**src/tsf_regs.vh**
```
// Purpose: Shared constants for the T1 superframe framer and line coder
// Assumes: Included by bare name from every design file
// Notes: Definitions only
`ifndef TSF_REGS_VH
`define TSF_REGS_VH

// Frame geometry
`define TSF_SLOTS 24
`define TSF_SLOT_BITS 8
`define TSF_FRAME_BITS 193
`define TSF_FBIT_POS 8'hc0
`define TSF_SF_FRAMES 12
`define TSF_LAST_FRAME 4'hb
`define TSF_RBS_FRAME_A 4'h5
`define TSF_RBS_FRAME_B 4'hb

// Superframe F-bit sequence, frame 0 in the MSB
`define TSF_SF_PATTERN 12'h8dc

// Timing: frame rate in frames per second, core clock in kHz
`define TSF_FRAME_RATE 8000
`define TSF_CLK_KHZ 250000

// Line symbol codes used in the 8-symbol windows
`define TSF_SYM_ZERO 2'h0
`define TSF_SYM_B 2'h1
`define TSF_SYM_V 2'h2
`define TSF_SYM_POS 2'h1
`define TSF_SYM_NEG 2'h2
`define TSF_SYM_SUB 2'h3

// Zero-substitution block, oldest symbol in the top pair: 000VB0VB
`define TSF_B8ZS_BLOCK 16'h0249

// Longest zero run allowed in plain mark-inversion mode
`define TSF_MAX_ZEROS 7

// Sync loss threshold on F-bit errors per superframe
`define TSF_FERR_LIMIT 2'h2

`endif

```
**src/tsf_line_enc.v**
```verilog
// Purpose: Mark-inversion line encoder with optional eight-zero substitution
// Assumes: i_bit_en pulses once per line bit; i_bit valid with it
// Notes: Eight-bit latency; o_pos/o_neg held for the whole bit period
`timescale 1ns/1ps
`include "tsf_regs.vh"

module tsf_line_enc (
  input wire i_core_clk,
  input wire i_reset,
  input wire i_bit_en,
  input wire i_bit,
  input wire i_b8zs_en,
  output reg o_pos,
  output reg o_neg
);

  reg [15:0] q_r;
  reg last_pos_r;
  reg [15:0] q_nxt;
  reg in_bit;
  reg [1:0] out_sym;
  reg fill_pulse;

  always @* begin
    // Seven pulseless symbols queued: force a mark to hold ones density
    fill_pulse = !i_b8zs_en && (q_r[13:0] == 14'h0000);
    in_bit = i_bit | fill_pulse;
    q_nxt = {q_r[13:0], (in_bit ? `TSF_SYM_B : `TSF_SYM_ZERO)};
    if (i_b8zs_en && (q_nxt == 16'h0000)) begin
      q_nxt = `TSF_B8ZS_BLOCK;
    end
    out_sym = q_r[15:14];
  end

  always @(posedge i_core_clk or posedge i_reset) begin
    if (i_reset) begin
      q_r <= 16'h0000;
      last_pos_r <= 1'b0;
      o_pos <= 1'b0;
      o_neg <= 1'b0;
    end else if (i_bit_en) begin
      q_r <= q_nxt;
      case (out_sym)
        `TSF_SYM_B: begin
          // Normal mark opposes the previous mark
          o_pos <= !last_pos_r;
          o_neg <= last_pos_r;
          last_pos_r <= !last_pos_r;
        end
        `TSF_SYM_V: begin
          // Violation repeats the previous polarity
          o_pos <= last_pos_r;
          o_neg <= !last_pos_r;
        end
        default: begin
          o_pos <= 1'b0;
          o_neg <= 1'b0;
        end
      endcase
    end
  end

endmodule // tsf_line_enc

```
**src/tsf_framer.v**
```verilog
// Purpose: T1 superframe framer, robbed-bit signaling and line coding
// Assumes: Line bits paced from the core clock; receive pins at same bit rate
// Notes: Operation
`timescale 1ns/1ps
`include "tsf_regs.vh"

module tsf_framer #(
  parameter integer FRAME_RATE = `TSF_FRAME_RATE,
  parameter integer CLK_KHZ = `TSF_CLK_KHZ
) (
  input wire i_core_clk,
  input wire i_reset,
  input wire i_b8zs_en,
  input wire i_rbs_en,
  input wire i_tx_56k,
  input wire [7:0] i_tx_ts_data,
  input wire i_tx_sig,
  input wire i_rx_pos,
  input wire i_rx_neg,
  output wire o_line_pos,
  output wire o_line_neg,
  output reg o_tx_ts_req,
  output reg [4:0] o_tx_ts_num,
  output reg [3:0] o_tx_frame_num,
  output reg [7:0] o_rx_data,
  output reg o_rx_valid,
  output reg [4:0] o_rx_ts_num,
  output reg [3:0] o_rx_frame_num,
  output reg o_rx_sig,
  output reg o_rx_sync,
  output reg o_rx_bpv
);

  // Line rate in kHz derived from frame rate and frame length
  localparam integer LINE_KHZ = (FRAME_RATE * `TSF_FRAME_BITS) / 1000;
  localparam [17:0] ACC_STEP = LINE_KHZ[17:0];
  localparam [17:0] ACC_MOD = CLK_KHZ[17:0];

  // ---------------- Bit-rate enable ----------------
  reg [17:0] acc_r;
  reg bit_tick_r;
  wire [18:0] acc_sum = {1'b0, acc_r} + {1'b0, ACC_STEP};

  always @(posedge i_core_clk or posedge i_reset) begin
    if (i_reset) begin
      acc_r <= 18'h00000;
      bit_tick_r <= 1'b0;
    end else if (acc_sum >= {1'b0, ACC_MOD}) begin
      acc_r <= acc_sum[17:0] - ACC_MOD;
      bit_tick_r <= 1'b1;
    end else begin
      acc_r <= acc_sum[17:0];
      bit_tick_r <= 1'b0;
    end
  end

  // ---------------- Transmit framer ----------------
  reg [7:0] tx_pos_r;
  reg [3:0] tx_frm_r;
  reg [7:0] tx_byte_r;
  reg tx_bit;
  wire [11:0] sf_pat = `TSF_SF_PATTERN;
  wire tx_rbs_frame = (tx_frm_r == `TSF_RBS_FRAME_A) || (tx_frm_r == `TSF_RBS_FRAME_B);
  wire tx_at_f = (tx_pos_r == `TSF_FBIT_POS);
  wire [7:0] tx_pos_inc = tx_pos_r + 8'h01;
  wire [3:0] tx_frm_inc = (tx_frm_r == `TSF_LAST_FRAME) ? 4'h0 : tx_frm_r + 4'h1;

  always @* begin
    if (tx_at_f) begin
      tx_bit = sf_pat[4'hb - tx_frm_r];
    end else begin
      tx_bit = tx_byte_r[3'h7 - tx_pos_r[2:0]];
    end
  end

  always @(posedge i_core_clk or posedge i_reset) begin
    if (i_reset) begin
      tx_pos_r <= 8'h00;
      tx_frm_r <= 4'h0;
      o_tx_ts_req <= 1'b0;
      o_tx_ts_num <= 5'h00;
      o_tx_frame_num <= 4'h0;
    end else begin
      o_tx_ts_req <= 1'b0;
      if (bit_tick_r) begin
        if (tx_at_f) begin
          // Next frame starts right after the F bit
          tx_pos_r <= 8'h00;
          tx_frm_r <= tx_frm_inc;
          o_tx_ts_req <= 1'b1;
          o_tx_ts_num <= 5'h00;
          o_tx_frame_num <= tx_frm_inc;
        end else begin
          tx_pos_r <= tx_pos_inc;
          if (tx_pos_r[2:0] == 3'h7 && tx_pos_inc != `TSF_FBIT_POS) begin
            o_tx_ts_req <= 1'b1;
            o_tx_ts_num <= tx_pos_inc[7:3];
            o_tx_frame_num <= tx_frm_r;
          end
        end
      end
    end
  end

  // Slot byte is taken in the request cycle
  always @(posedge i_core_clk or posedge i_reset) begin
    if (i_reset) begin
      tx_byte_r <= 8'h00;
    end else if (o_tx_ts_req) begin
      tx_byte_r[7:1] <= i_tx_ts_data[7:1];
      if (i_rbs_en && ((o_tx_frame_num == `TSF_RBS_FRAME_A) ||
                       (o_tx_frame_num == `TSF_RBS_FRAME_B))) begin
        tx_byte_r[0] <= i_tx_sig;
      end else if (i_tx_56k) begin
        tx_byte_r[0] <= 1'b1;
      end else begin
        tx_byte_r[0] <= i_tx_ts_data[0];
      end
    end
  end

  tsf_line_enc u_enc (
    .i_core_clk(i_core_clk),
    .i_reset(i_reset),
    .i_bit_en(bit_tick_r),
    .i_bit(tx_bit),
    .i_b8zs_en(i_b8zs_en),
    .o_pos(o_line_pos),
    .o_neg(o_line_neg)
  );

  // ---------------- Receive line decoder ----------------
  reg [1:0] rx_pos_s_r;
  reg [1:0] rx_neg_s_r;
  reg [15:0] rw_r;
  reg rx_last_pos_r;
  reg [15:0] rw_nxt;
  reg [1:0] in_sym;
  reg [1:0] xs;
  reg sub_hit;
  wire [1:0] old_sym = rw_r[15:14];
  wire rbit = (old_sym == `TSF_SYM_POS) || (old_sym == `TSF_SYM_NEG);

  always @(posedge i_core_clk or posedge i_reset) begin
    if (i_reset) begin
      rx_pos_s_r <= 2'b00;
      rx_neg_s_r <= 2'b00;
    end else begin
      rx_pos_s_r <= {rx_pos_s_r[0], i_rx_pos};
      rx_neg_s_r <= {rx_neg_s_r[0], i_rx_neg};
    end
  end

  always @* begin
    case ({rx_pos_s_r[1], rx_neg_s_r[1]})
      2'b10: in_sym = `TSF_SYM_POS;
      2'b01: in_sym = `TSF_SYM_NEG;
      default: in_sym = `TSF_SYM_ZERO;
    endcase
    rw_nxt = {rw_r[13:0], in_sym};
    xs = rw_nxt[9:8];
    // 0 0 0 X -X 0 -X X, oldest first
    sub_hit = i_b8zs_en && (rw_nxt[15:10] == 6'h00) && (rw_nxt[5:4] == 2'h0) &&
              (xs == `TSF_SYM_POS || xs == `TSF_SYM_NEG) &&
              (rw_nxt[7:6] == ~xs) && (rw_nxt[3:2] == ~xs) && (rw_nxt[1:0] == xs);
    if (sub_hit) begin
      rw_nxt = {8{`TSF_SYM_SUB}};
    end
  end

  always @(posedge i_core_clk or posedge i_reset) begin
    if (i_reset) begin
      rw_r <= 16'h0000;
      rx_last_pos_r <= 1'b0;
      o_rx_bpv <= 1'b0;
    end else begin
      o_rx_bpv <= 1'b0;
      if (bit_tick_r) begin
        rw_r <= rw_nxt;
        if (old_sym == `TSF_SYM_POS) begin
          o_rx_bpv <= rx_last_pos_r;
          rx_last_pos_r <= 1'b1;
        end else if (old_sym == `TSF_SYM_NEG) begin
          o_rx_bpv <= !rx_last_pos_r;
          rx_last_pos_r <= 1'b0;
        end
        if (sub_hit) begin
          // Block ends on a mark of polarity X
          rx_last_pos_r <= (xs == `TSF_SYM_POS);
        end
      end
    end
  end

  // ---------------- Receive framer ----------------
  reg [7:0] rx_bpos_r;
  reg [3:0] rx_frm_r;
  reg [11:0] rx_fhist_r;
  reg [3:0] rx_fcnt_r;
  reg [1:0] rx_ferr_r;
  reg [6:0] rx_sh_r;
  reg hunt_hit;
  reg [3:0] hunt_frm;
  reg [23:0] pat2;
  reg [11:0] rot;
  integer k;
  wire [11:0] fhist_nxt = {rx_fhist_r[10:0], rbit};
  wire rx_at_f = (rx_bpos_r == `TSF_FBIT_POS);
  wire rx_exp_f = sf_pat[4'hb - rx_frm_r];
  wire [3:0] rx_frm_inc = (rx_frm_r == `TSF_LAST_FRAME) ? 4'h0 : rx_frm_r + 4'h1;
  wire [7:0] rx_bpos_inc = rx_bpos_r + 8'h01;
  wire rx_rbs_frame = (rx_frm_r == `TSF_RBS_FRAME_A) || (rx_frm_r == `TSF_RBS_FRAME_B);

  // Which frame the newest F bit belongs to, if the history is a rotation
  always @* begin
    hunt_hit = 1'b0;
    hunt_frm = 4'h0;
    pat2 = {`TSF_SF_PATTERN, `TSF_SF_PATTERN};
    rot = 12'h000;
    for (k = 0; k < `TSF_SF_FRAMES; k = k + 1) begin
      rot = pat2[23 - ((k + 1) % `TSF_SF_FRAMES) -: 12];
      if (fhist_nxt == rot) begin
        hunt_hit = 1'b1;
        hunt_frm = k[3:0];
      end
    end
  end

  always @(posedge i_core_clk or posedge i_reset) begin
    if (i_reset) begin
      rx_bpos_r <= 8'h00;
      rx_frm_r <= 4'h0;
      rx_fhist_r <= 12'h000;
      rx_fcnt_r <= 4'h0;
      rx_ferr_r <= 2'h0;
      rx_sh_r <= 7'h00;
      o_rx_sync <= 1'b0;
      o_rx_valid <= 1'b0;
      o_rx_data <= 8'h00;
      o_rx_ts_num <= 5'h00;
      o_rx_frame_num <= 4'h0;
      o_rx_sig <= 1'b0;
    end else begin
      o_rx_valid <= 1'b0;
      if (bit_tick_r) begin
        if (rx_at_f) begin
          rx_bpos_r <= 8'h00;
          rx_frm_r <= rx_frm_inc;
          if (o_rx_sync) begin
            if (rbit != rx_exp_f) begin
              if (rx_ferr_r + 2'h1 == `TSF_FERR_LIMIT) begin
                o_rx_sync <= 1'b0;
                rx_fcnt_r <= 4'h0;
                rx_ferr_r <= 2'h0;
              end else begin
                rx_ferr_r <= rx_ferr_r + 2'h1;
              end
            end else if (rx_frm_r == `TSF_LAST_FRAME) begin
              rx_ferr_r <= 2'h0;
            end
          end else begin
            rx_fhist_r <= fhist_nxt;
            if (rx_fcnt_r != `TSF_LAST_FRAME) begin
              rx_fcnt_r <= rx_fcnt_r + 4'h1;
            end else if (hunt_hit) begin
              o_rx_sync <= 1'b1;
              rx_frm_r <= (hunt_frm == `TSF_LAST_FRAME) ? 4'h0 : hunt_frm + 4'h1;
              rx_ferr_r <= 2'h0;
            end else begin
              // Slip one bit and restart the collection
              rx_bpos_r <= rx_bpos_r;
              rx_fcnt_r <= 4'h0;
            end
          end
        end else begin
          rx_bpos_r <= rx_bpos_inc;
          rx_sh_r <= {rx_sh_r[5:0], rbit};
          if (rx_bpos_r[2:0] == 3'h7) begin
            o_rx_valid <= o_rx_sync;
            o_rx_data <= {rx_sh_r, rbit};
            o_rx_ts_num <= rx_bpos_r[7:3];
            o_rx_frame_num <= rx_frm_r;
            o_rx_sig <= i_rbs_en && rx_rbs_frame && rbit;
          end
        end
      end
    end
  end

endmodule // tsf_framer

```
**config.mk**
```make
export PLATFORM = sky130hd
export DESIGN_NAME = tsf_framer
export DESIGN_NICKNAME = d
export VERILOG_FILES = /design/src/tsf_line_enc.v /design/src/tsf_framer.v
export VERILOG_INCLUDE_DIRS = /design/src /design/src/src
export SDC_FILE = /design/constraint.sdc
export NUM_CORES = 1
export LEC_CHECK = 0
export ABC_AREA = 1
export BUFFER_PORTS_ARGS = -buffer_cell sky130_fd_sc_hd__buf_4
export CELL_PAD_IN_SITES_DETAIL_PLACEMENT = 0
export CELL_PAD_IN_SITES_GLOBAL_PLACEMENT = 1
export CORE_MARGIN = 3
export CORE_UTILIZATION = 49
export DETAILED_ROUTE_END_ITERATION = 6
export PLACE_DENSITY_LB_ADDON = 0.1
export SLEW_MARGIN = 20
export SYNTH_ARGS = -nofsm -noshare
export SYNTH_HDL_FRONTEND = slang
export SYNTH_HIERARCHICAL = 1
export SYNTH_SLANG_ARGS = --single-unit
```
**constraint.sdc**
```tcl
create_clock -name i_core_clk -period 12.2 [get_ports i_core_clk]
set_input_delay 2.44 -clock i_core_clk [delete_from_list [all_inputs] [get_ports i_core_clk]]
set_output_delay 2.44 -clock i_core_clk [all_outputs]
set_load 0.02 [all_outputs]
```
# --- Word-level counts from Yosys, hierarchy flattened ---
# Memories as Yosys holds them, arrays and structs flattened.
# Cells that the tools add are included.
# Widths: inputs -> output; s select.
totals:
  reg_bits: 146
  latchBits: 0
  ramBits: 0
  romBits: 32
  input_bits: 16
  output_inout_bits: 33
  wordCells: 212
  memories: 2
classes:
  addsub: 12
  n_mul: 0
  div_mod_pow: 0
  order_cmp: 4
  n_eq_ne: 43
  shift: 0
  n_mux: 81
  bitwise_logic: 4
  n_reduce_logical: 37
memory_table:
  columns: ["memory", "words", "word_bits", "read_ports", "rd_clocked_by_memory_dff", "wr", "line", "source"]
  rows:
  - ["(name not given)", 16, 1, 1, 0, 0, "tsf_framer.v:209", "wire rx_exp_f = sf_pat[4'hb - rx_frm_r];"]
  - ["(name not given)", 16, 1, 1, 0, 0, "tsf_framer.v:70", "tx_bit = sf_pat[4'hb - tx_frm_r];"]
ops:
  columns: ["op", "count"]
  rows:
  - ["$mux 4", 23]
  - ["$eq 12x12->1 const B", 6]
  - ["$mux 8", 5]
  - ["$mux 1", 38]
  - ["$eq 12x11->1 const B", 3]
  - ["$mux 16", 2]
  - ["$eq 12x10->1 const B", 2]
  - ["$add 18x11->19 const B", 1]
  - ["$ge 19x18->1 const B", 1]
  - ["$mux 18", 1]
  - ["$sub 18x18->18 const B", 1]
  - ["$add 4x1->4 const B", 4]
  - ["$add 8x1->8 const B", 2]
  - ["$eq 4x4->1 const B", 4]
  - ["$eq 8x8->1 const B", 2]
  - ["$logic_not 16->1", 1]
  - ["$logic_not 14->1", 1]
  - ["$reduce_and 2->1", 7]
  - ["$eq 12x9->1 const B", 1]
  - ["$logic_and 1x1->1", 12]
  - ["$mux 2", 6]
  - ["$eq 2x2->1 const B", 5]
  - ["$lt 4x5->1 const B", 2]
  - ["$mux 5", 2]
  - ["other kinds (30)", 49]

# --- Longest topological paths before layout ---
# Gate-level depths: netlist of the first run.
logic_depth:
  word_depth: 19
  depth_mapped: 17
  depth_no_buf: 17

# --- Modules after synthesis ---
# The synthesis of the first run kept the hierarchy.
modules_own_cells:
  columns: ["mod", "n_inst", "cells_each", "area_each_um2", "seq_area_each_um2"]
  rows:
  - ["tsf_framer", 1, 882, 6836.6, 3103.0]
  - ["tsf_line_enc", 1, 103, 829.5, 450.4]

# --- Worst setup path after synthesis of the first run ---
# Ideal clock, no wire load.
synth_timing:
  kind: "input to register"
  startpoint: "in i_b8zs_en"
  endpoint: "reg rw_r[5]"
  setup_time_ns: 0.087
  arrival_time_ns: 3.277
  required_ns: 12.113
  path_slack_ns: 8.836
  path_stages: 5
  path_buffers: 1
  cell_sequence: "nand4_1 -> nor4_1 -> nand3_1 -> clkbuf_1 -> a22oi_1"
synth_via:
  elab_chain_cells: 7
synth_lines:
  columns: ["item", "line", "source"]
  rows:
  - ["from (decl)", "tsf_framer.v:13", "input wire i_b8zs_en,"]
  - ["$logic_and 1x1->1 (6 in series)", "tsf_framer.v:163", "sub_hit = i_b8zs_en && (rw_nxt[15:10] == 6'h00) && (rw_nxt[5:4] == 2'h0) &&"]
  - ["$mux 16", "tsf_framer.v:166", "if (sub_hit) begin"]
  - ["to (signal assigned)", "tsf_framer.v:179", "rw_r <= rw_nxt;"]
  - ["to (decl)", "tsf_framer.v:135", "reg [15:0] rw_r;"]
# No other way between the ends.
# A chain may end at the register's enable or synchronous reset.

# --- Worst setup path in the final report of the first run ---
layout_timing:
  startpoint: "reg o_tx_ts_req"
  endpoint: "out o_tx_ts_req"
layout_lines:
  columns: ["item", "line", "source"]
  rows:
  - ["from (decl)", "tsf_framer.v:22", "output reg o_tx_ts_req,"]
  - ["from (signal assigned)", "tsf_framer.v:80", "o_tx_ts_req <= 1'b0;"]
  - ["from (signal assigned)", "tsf_framer.v:84", "o_tx_ts_req <= 1'b0;"]
  - ["from (signal assigned)", "tsf_framer.v:90", "o_tx_ts_req <= 1'b1;"]
# No word-level cell between the ends.

==> results, run 1 <==
- The flow ran to the end, and the final reports show no timing, DRC or antenna violations.
- The congestion estimate from routability-driven global placement came to 0.786.
- The clock tree root driver cell is clkbuf_16.
- The cell taking the most area after synthesis is dfrtp_1.
- VDD sags by at most 0.0000949 V.
- The first global-routing pass estimated 26800 µm of wire.
- The residual overflow from global routing is 0.
- The endpoint kind of the worst setup timing path is an output port.
- The synthesis warning total is 6.
- The endpoint arrival time on the critical path is 1.21 ns.
- The critical hold path startpoint is rx_pos_s_r[0].
- The count of buffers added by post-CTS timing repair for setup is 0.
- For this run, the total global-route usage over all layers was measured as 19.3%.
- Across all layers, the routed design uses 6154 vias.
- The number of buffers added to fix hold violations after cts is 0.
- Setup repair after global routing left no endpoint under its margin.
- The maximum clock frequency is 0.274 GHz.
- Synthesis inferred 142 register bits.
- The total count of max-transition violations in the final report was 0.
- The via count of the first global-routing pass is 5672.
- The path type of the worst min-delay path is register to register.
- TritonCTS built the clock tree.
- Ranked by total cell area, the synthesized netlist is headed by dfrtp_1 46%, nand2_1 14%, inv_1 6.2%.
- Synthesis handed over a netlist of 985 instances.
- The count of antenna diodes in the layout is 0.
- Headroom to the max-slew limit came out at 36.8%.
- At the worst endpoint, the required time is 9.76 ns.
- The number of DRC markers after the initial detailed-route iteration is 282.
- The number of clock buffers added by TritonCTS is 17.
- 49 I/O pins were placed.
- Together, buffers and inverters on the worst path number 1.
- The fraction of the yosys area taken by sequential cells is 46.4%.
- OpenSTA, run right after detailed placement, puts the worst setup slack at 8.15 ns.
- The commonest register cell after synthesis is dfrtp_1.
- Averaged over all synthesized cells, the footprint is 7.78 µm².
- The clock skew is 0.00865 ns.
- The largest stage delay on the critical path is 0.57 ns.
- The top cell type by area accounts for 46.4% of the synthesized area.
- Setup violations remaining at the end of the flow were counted as 0.
- For this design the static power due to leakage is 0.00436 µW.
- The width of the chip is 131 µm.
- The cell at the slowest stage of the critical path is dfrtp_1.
- The area of combinational cells with multiple inputs is 3510 µm².
- On the critical path the largest part of the delay comes from flip-flops.
- The total number of H-tree levels is 4.
- The number of port buffers is 48.
- The sequential cells in the finished layout cover a total of 3550 µm².
- The share of post-route cells with drive strength above 1 is 12.3%.
- The highest fanout seen on the critical path is 14.
- The smallest clock period supported by the final layout is computed as 3.65 ns.
- Of the available clock period, the critical path in the final layout requires 29.9%.
- The total clock sinks is 142.
- The number of hold violations in the final report was 0.
- The maximum number of pins on one net before global-route repair is 76.
- Counting every net in the synthesized netlist gives 1025.
- The number of different library cells used by synthesis comes to 43.
- After synthesis, the most frequently instantiated cells are 277 x nand2_1, 142 x dfrtp_1, 126 x inv_1, 81 x nand3_1, 81 x o21ai_0.
- The total of max-cap violations is 0.
- The number of enable-type register cells in the synthesized netlist is 0.
- Gates resized during post-CTS repair numbered 0.
- Before antenna repair, the detailed router went through 5 iterations.
- In the final routed layout, each cell accounts on average for 12.6 µm.
- The post-synthesis async set-or-reset flop share is 100%.
- For the worst-skew pair, the clock arrives at the later sink with an insertion delay of 0.42 ns.
- nand2_1 is the most common cell in the netlist.
- The y dimension of the die is 131 µm.
- The layout overhead on the synthesized area is 14.0%.
- The critical register-to-register path startpoint is bit_tick_r.
- The number of placement rows is 45.
- Across all setup checks in the final design, the least slack found is 8.55 ns.
- The slack of the worst reg-to-reg path is 8.60 ns.
- Hold timing on the final database bottoms out at a slack of 0.346 ns.
- The signal on the critical path passes through buf_4.
- The floorplan step defined a core boundary enclosing 15300 µm².
- The total wirelength of the detailed-routed design is 15800 µm.
- The final layout contains 1072 nets.
- The synthesized netlist occupies a cell area of 7670 µm².
- Dividing the detail-routed via count by the number of cells gives 4.91.
- STA classifies the critical path startpoint as a register.
- The worst setup path is of the register to output port kind.
- The number of fill cells in the layout is 1470.
- The transition at the pin with the smallest max-transition slack is 0.948 ns.
- The number of remaining DRC errors is 0.
- The launching element of the worst setup path is o_tx_ts_req.
- For this design the ratio of total power to cell area is 111 nW/µm².
- Clock-pin slew was measured on the worst setup and hold paths at 0.06 ns.
- The number of antenna violations at the first check in global routing is 0.
- Setup total negative slack on the finished layout was measured at 0 ns.
- Detailed placement finished with a half-perimeter wire length of 11100 µm.
- The buffer depth of the longest clock path is 2.
- The effective utilization at floorplan is 50.2%.
- The count of antenna-violating nets left after detailed routing is 0.
- The die covers 17200 µm².
- The final design utilization is 57.3%.
## flip-flops by register name (all words and copies together), names as in the netlist, 5 cells and up
signal	cells
rw_r	16
acc_r	15
u_enc/q_r	15
rx_fhist_r	11
o_rx_data	8
rx_bpos_r	8
tx_byte_r	8
tx_pos_r	8
rx_sh_r	7
o_rx_ts_num	5
o_tx_ts_num	5
## cell usage in the layout, fill, tap and decap left out, drive strengths merged
cell | netlist | final
xor2 | 15 | 15
a21oi | 16 | 16
o21ai | 84 | 84
xnor2 | 2 | 2
and2 | 1 | 1
o2111ai | 1 | 1
nor3 | 15 | 15
a22oi | 7 | 7
bufinv | 0 | 1
nor2 | 87 | 87
clkinv | 1 | 7
a31oi | 11 | 11
ha | 24 | 24
buf | 8 | 51
dfrtp | 142 | 142
a211oi | 2 | 2
o21bai | 1 | 1
a22o | 1 | 1
nand4 | 24 | 24
nand2 | 292 | 292
nand3 | 88 | 88
mux2 | 3 | 3
or3 | 1 | 1
o21a | 2 | 2
clkbuf | 15 | 23
nand3b | 6 | 6
nor4 | 5 | 5
inv | 128 | 128
or2 | 2 | 2
o211ai | 1 | 1
## worst paths after layout
path	to	cells past startpoint
min reg2reg	rx_pos_s_r[1]	0
max	o_tx_ts_req	1
max reg2reg	o_rx_data[5]	5
max in group asynchronous	bit_tick_r	3
min in group asynchronous	u_enc/last_pos_r	2
min	rx_pos_s_r[1]	0
## cell families (layout without fill, tap and decap cells)
| family | after synthesis | count (layout) | share of synthesized area [%] |
|---|---|---|---|
| fa+ha+maj | 24 | 24 | 3.92 |
| xor+xnor | 17 | 17 | 1.94 |
| mux | 3 | 3 | 0.441 |
| simple gates | 521 | 521 | 30.4 |
| buf+inv | 152 | 210 | 7.83 |
| compound gates | 126 | 126 | 9.07 |
| flops | 142 | 142 | 46.4 |
## layer usage
metal / wire length (µm) / GRT usage [%] / vias to the layer above
met3: 390 / 3.73 / 17
li1: - / - / 3273
met5: 0 / 0 / -
met1: 8130 / 28.2 / 2804
met2: 7050 / 29.6 / 60
met4: 180 / 5.44 / 0
## per-stage QoR
step,total power (µW),area [µm²],std cells
3_3_place_gp,496,8200,1224
2_1_floorplan,488,7670,985
5_1_grt,1000,8740,1254
4_1_cts,981,8740,1254
3_5_place_dp,496,8200,1224
6_report,967,8740,1254
## report_power, final
| group | leakage [µW] | switching, µW | total, µW | internal (µW) |
|---|---|---|---|---|
| registers | 0.00180 | 0.237 | 472 | 472 |
| clock network | 0.000272 | 188 | 480 | 293 |
| logic | 0.00228 | 10.8 | 14.5 | 3.66 |
| total | 0.00436 | 199 | 967 | 768 |
## cell type report
| class | count | share of cell area, % |
|---|---|---|
| flip-flops and latches | 142 | 40.7 |
| multi-input cells | 691 | 40.2 |
| inverters | 129 | 5.57 |
| clock buffers | 23 | 5.47 |
| repair buffers | 51 | 4.38 |
| well taps | 211 | 3.02 |
| clock inverters | 7 | 0.730 |
Power figures use the tool's default switching activity.
==> inputs of run 2 (changes only) <==
- CORE_UTILIZATION: 49 -> 46
- clock period: 12.2 -> 3.4 ns (I/O delays scaled with it)
==> results, run 2 (synthesized netlist as in run 1, its figures left out) <==
- The flow ran to the end, and the final reports show no timing, DRC or antenna violations.
- The number of antenna violations at the first check in global routing came to 0.
- The worst vdd rail ir drop is 0.000360 V.
- At the worst endpoint, the required time is 3.71 ns.
- The number of setup buffers added after CTS is 0.
- At the end of the flow the core is filled with cells to 54.9%.
- The worst setup path is launched from a register.
- For this run, the post-layout net count is 1077.
- The count of boundary I/O pins is 49.
- The total number of H-tree levels is 4.
- The number of clock buffers inserted by TritonCTS is 17.
- The die outline area is 18300 µm².
- Dividing the final minimum period by the clock period gives 78.9%.
- Once the floorplan was initialized, standard cells occupied 47.6% of the core.
- The endpoint kind of the worst setup timing path is a register.
- In the final layout, the registers with the most flip-flops are rw_r: 16 flops, acc_r: 15 flops, u_enc/q_r: 15 flops.
- The final cell area excluding filler cells is 8850 µm².
- The total wirelength of the detailed-routed design is 16300 µm.
- Net switching is 21.4% of the power.
- In this run the cell area measured after placement is 8260 µm².
- The startpoint-to-endpoint class of the critical path is register to register.
- The register with the most flip-flops is rw_r.
- The clock latency on the worst-skew pair is 0.42 ns.
- Data arrives at the worst endpoint at 3.00 ns.
- Clock-pin slew was measured on the worst setup and hold paths at 0.06 ns.
- After clock tree synthesis, the flow added hold-fix buffers numbering 0.
- The die is 135 µm wide.
- Setup repair after global routing left no endpoint under its margin.
- The average wire per standard cell is 12.8 µm.
- The number of vias per cell is 4.95.
- The via count of the first global-routing pass is 5836.
- The first global-routing pass estimated 28200 µm of wire.
- The part of the total power dissipated in the clock network is 51.3%.
- The buffer depth of the longest clock path is 2.
- After the first detailed-routing iteration, the DRC count stood at 322.
- Derived from the worst setup path, the maximum achievable clock frequency is 0.373 GHz.
- In this run, placement finished with an instance count of 1234.
- The worst register-to-register path has a setup slack of 0.72 ns.
- In this run, flip-flops and latches consume 47.1% of the power.
- Summed over all nets, the switching power comes to 771 µW.
- The share of post-route cells with drive strength above 1 is 13.1%.
- In this run the power density over the cells is 406 nW/µm².
- The repair_antennas step left the layout with diodes totalling 0.
- The root buffer cell chosen for the clock tree is clkbuf_16.
- Setup violations remaining at the end of the flow were counted as 0.
- The number of resized instances in the post-cts repair step is 0.
- The count of buffers added on input and output ports is 48.
- The total count of max-transition violations in the final report is 0.
- For the final database, setup skew stands at 0.00646 ns.
- The combined global-route utilization of all metal layers is 18.9%.
- Entering global routing, the biggest net connects 64 pins.
- The core footprint is 16100 µm².
- The floorplan step set the die height to 135 µm.
- The number of standard cells in the final layout excluding fillers is 1266.
- The number of hold violations in the final report came to 0.
- Routability-driven placement finished with a final weighted congestion of 0.808.
- Detailed placement ended at an HPWL of 11600 µm.
- The number of remaining DRC errors is 0.
- The most common cell after layout, fill and taps aside is nand2_1.
- The total number of vias is 6263.
- The clock period could shrink to 2.68 ns.
- The number of iterations in the first detailed-routing pass is 5.
- In the layout the commonest cells are 277 x nand2_1, 141 x dfrtp_1, 125 x inv_1, 81 x o21ai_0, 81 x nand3_1.
- The final total negative setup slack is 0 ns.
- The path type of the worst min-delay path is input pin to async pin.
- The clock drives 142 sinks.
- The highest fanout seen on the critical path is 23.
- The total of max-cap violations is 0.
- The number of placement rows is 46.
- TritonCTS built the clock tree.
- The transition at the pin with the smallest max-transition slack is 0.695 ns.
- The residual overflow from global routing is 0.
- The layout overhead on the synthesized area is 15.5%.
- The share of total power in combinational logic is 1.6%.
- The leakage power total is 0.00437 µW.
- In this run the remaining antenna-violating nets after routing total 0.
- Cell internal power was estimated by the tool at 2830 µW.
- The flip-flop count of the largest register after layout is 16.
- The worst max-slew margin expressed relative to the limit is 53.6%.
- The number of fill cells in the layout is 1576.
[run 2: stage by stage]
stage / hold slack, ns / total power [µW] / setup WS (ns)
5_1_grt: 0.336 / 3730 / 0.353
6_report: 0.314 / 3600 / 0.716
3_5_place_dp: 0.360 / 1780 / 0.729
4_1_cts: 0.323 / 3640 / 0.675
3_3_place_gp: 0.337 / 1780 / 0.776
2_1_floorplan: 0.331 / 1750 / 1.19
[run 2: worst paths after layout]
check | from | endpoint | depth (start not counted)
hold reg to reg | rx_pos_s_r[0] | rx_pos_s_r[1] | 0
setup reg to reg | rx_bpos_r[0] | rx_fcnt_r[0] | 10
min in group i_core_clk | rx_pos_s_r[0] | rx_pos_s_r[1] | 0
max in group asynchronous | i_reset | rx_frm_r[3] | 3
setup / recovery | rx_bpos_r[0] | rx_fcnt_r[0] | 10
hold / removal | i_reset | o_rx_bpv | 2
[run 2: critical path, cell delays in order (launching register included)]
cell	delay, ns
dfrtp_1	0.42
inv_1	0.12
ha_1	0.16
nand2_1	0.05
nor3_1	0.12
nand3_1	0.13
nor2_2	0.26
nand2_1	0.46
o21ai_1	0.49
nand2_1	0.16
a22o_1	0.20
[run 2: area by class of cell]
cell class                      instances  area, µm²  area share, %
Multi-Input combinational cell        691       3510           39.7
Clock inverter                         13        140           1.58
Sequential cell                       142       3550           40.2
Clock buffer                           19        453           5.12
Timing Repair Buffer                   56        433           4.89
Tap cell                              216        270           3.05
Inverter                              129        488           5.51
[run 2: routing by layer]
| metal | routed length, µm | vias to the layer above | track usage (%) |
|---|---|---|---|
| met1 | 8470 | 2902 | 28.2 |
| met4 | 156 | 0 | 5.21 |
| met5 | 0 | - | 0 |
| li1 | - | 3280 | - |
| met2 | 7180 | 67 | 27.8 |
| met3 | 460 | 14 | 4.17 |
[run 2: power groups by stage]
stage / Clock [µW] / Combinational, µW / Sequential, µW
finish: 1850 / 56.3 / 1690
global route: 1970 / 65.7 / 1690
CTS: 1890 / 60.3 / 1690
detailed placement: 0 / 60.1 / 1720
global placement: 0 / 59.6 / 1720
floorplan: 0 / 28.0 / 1720
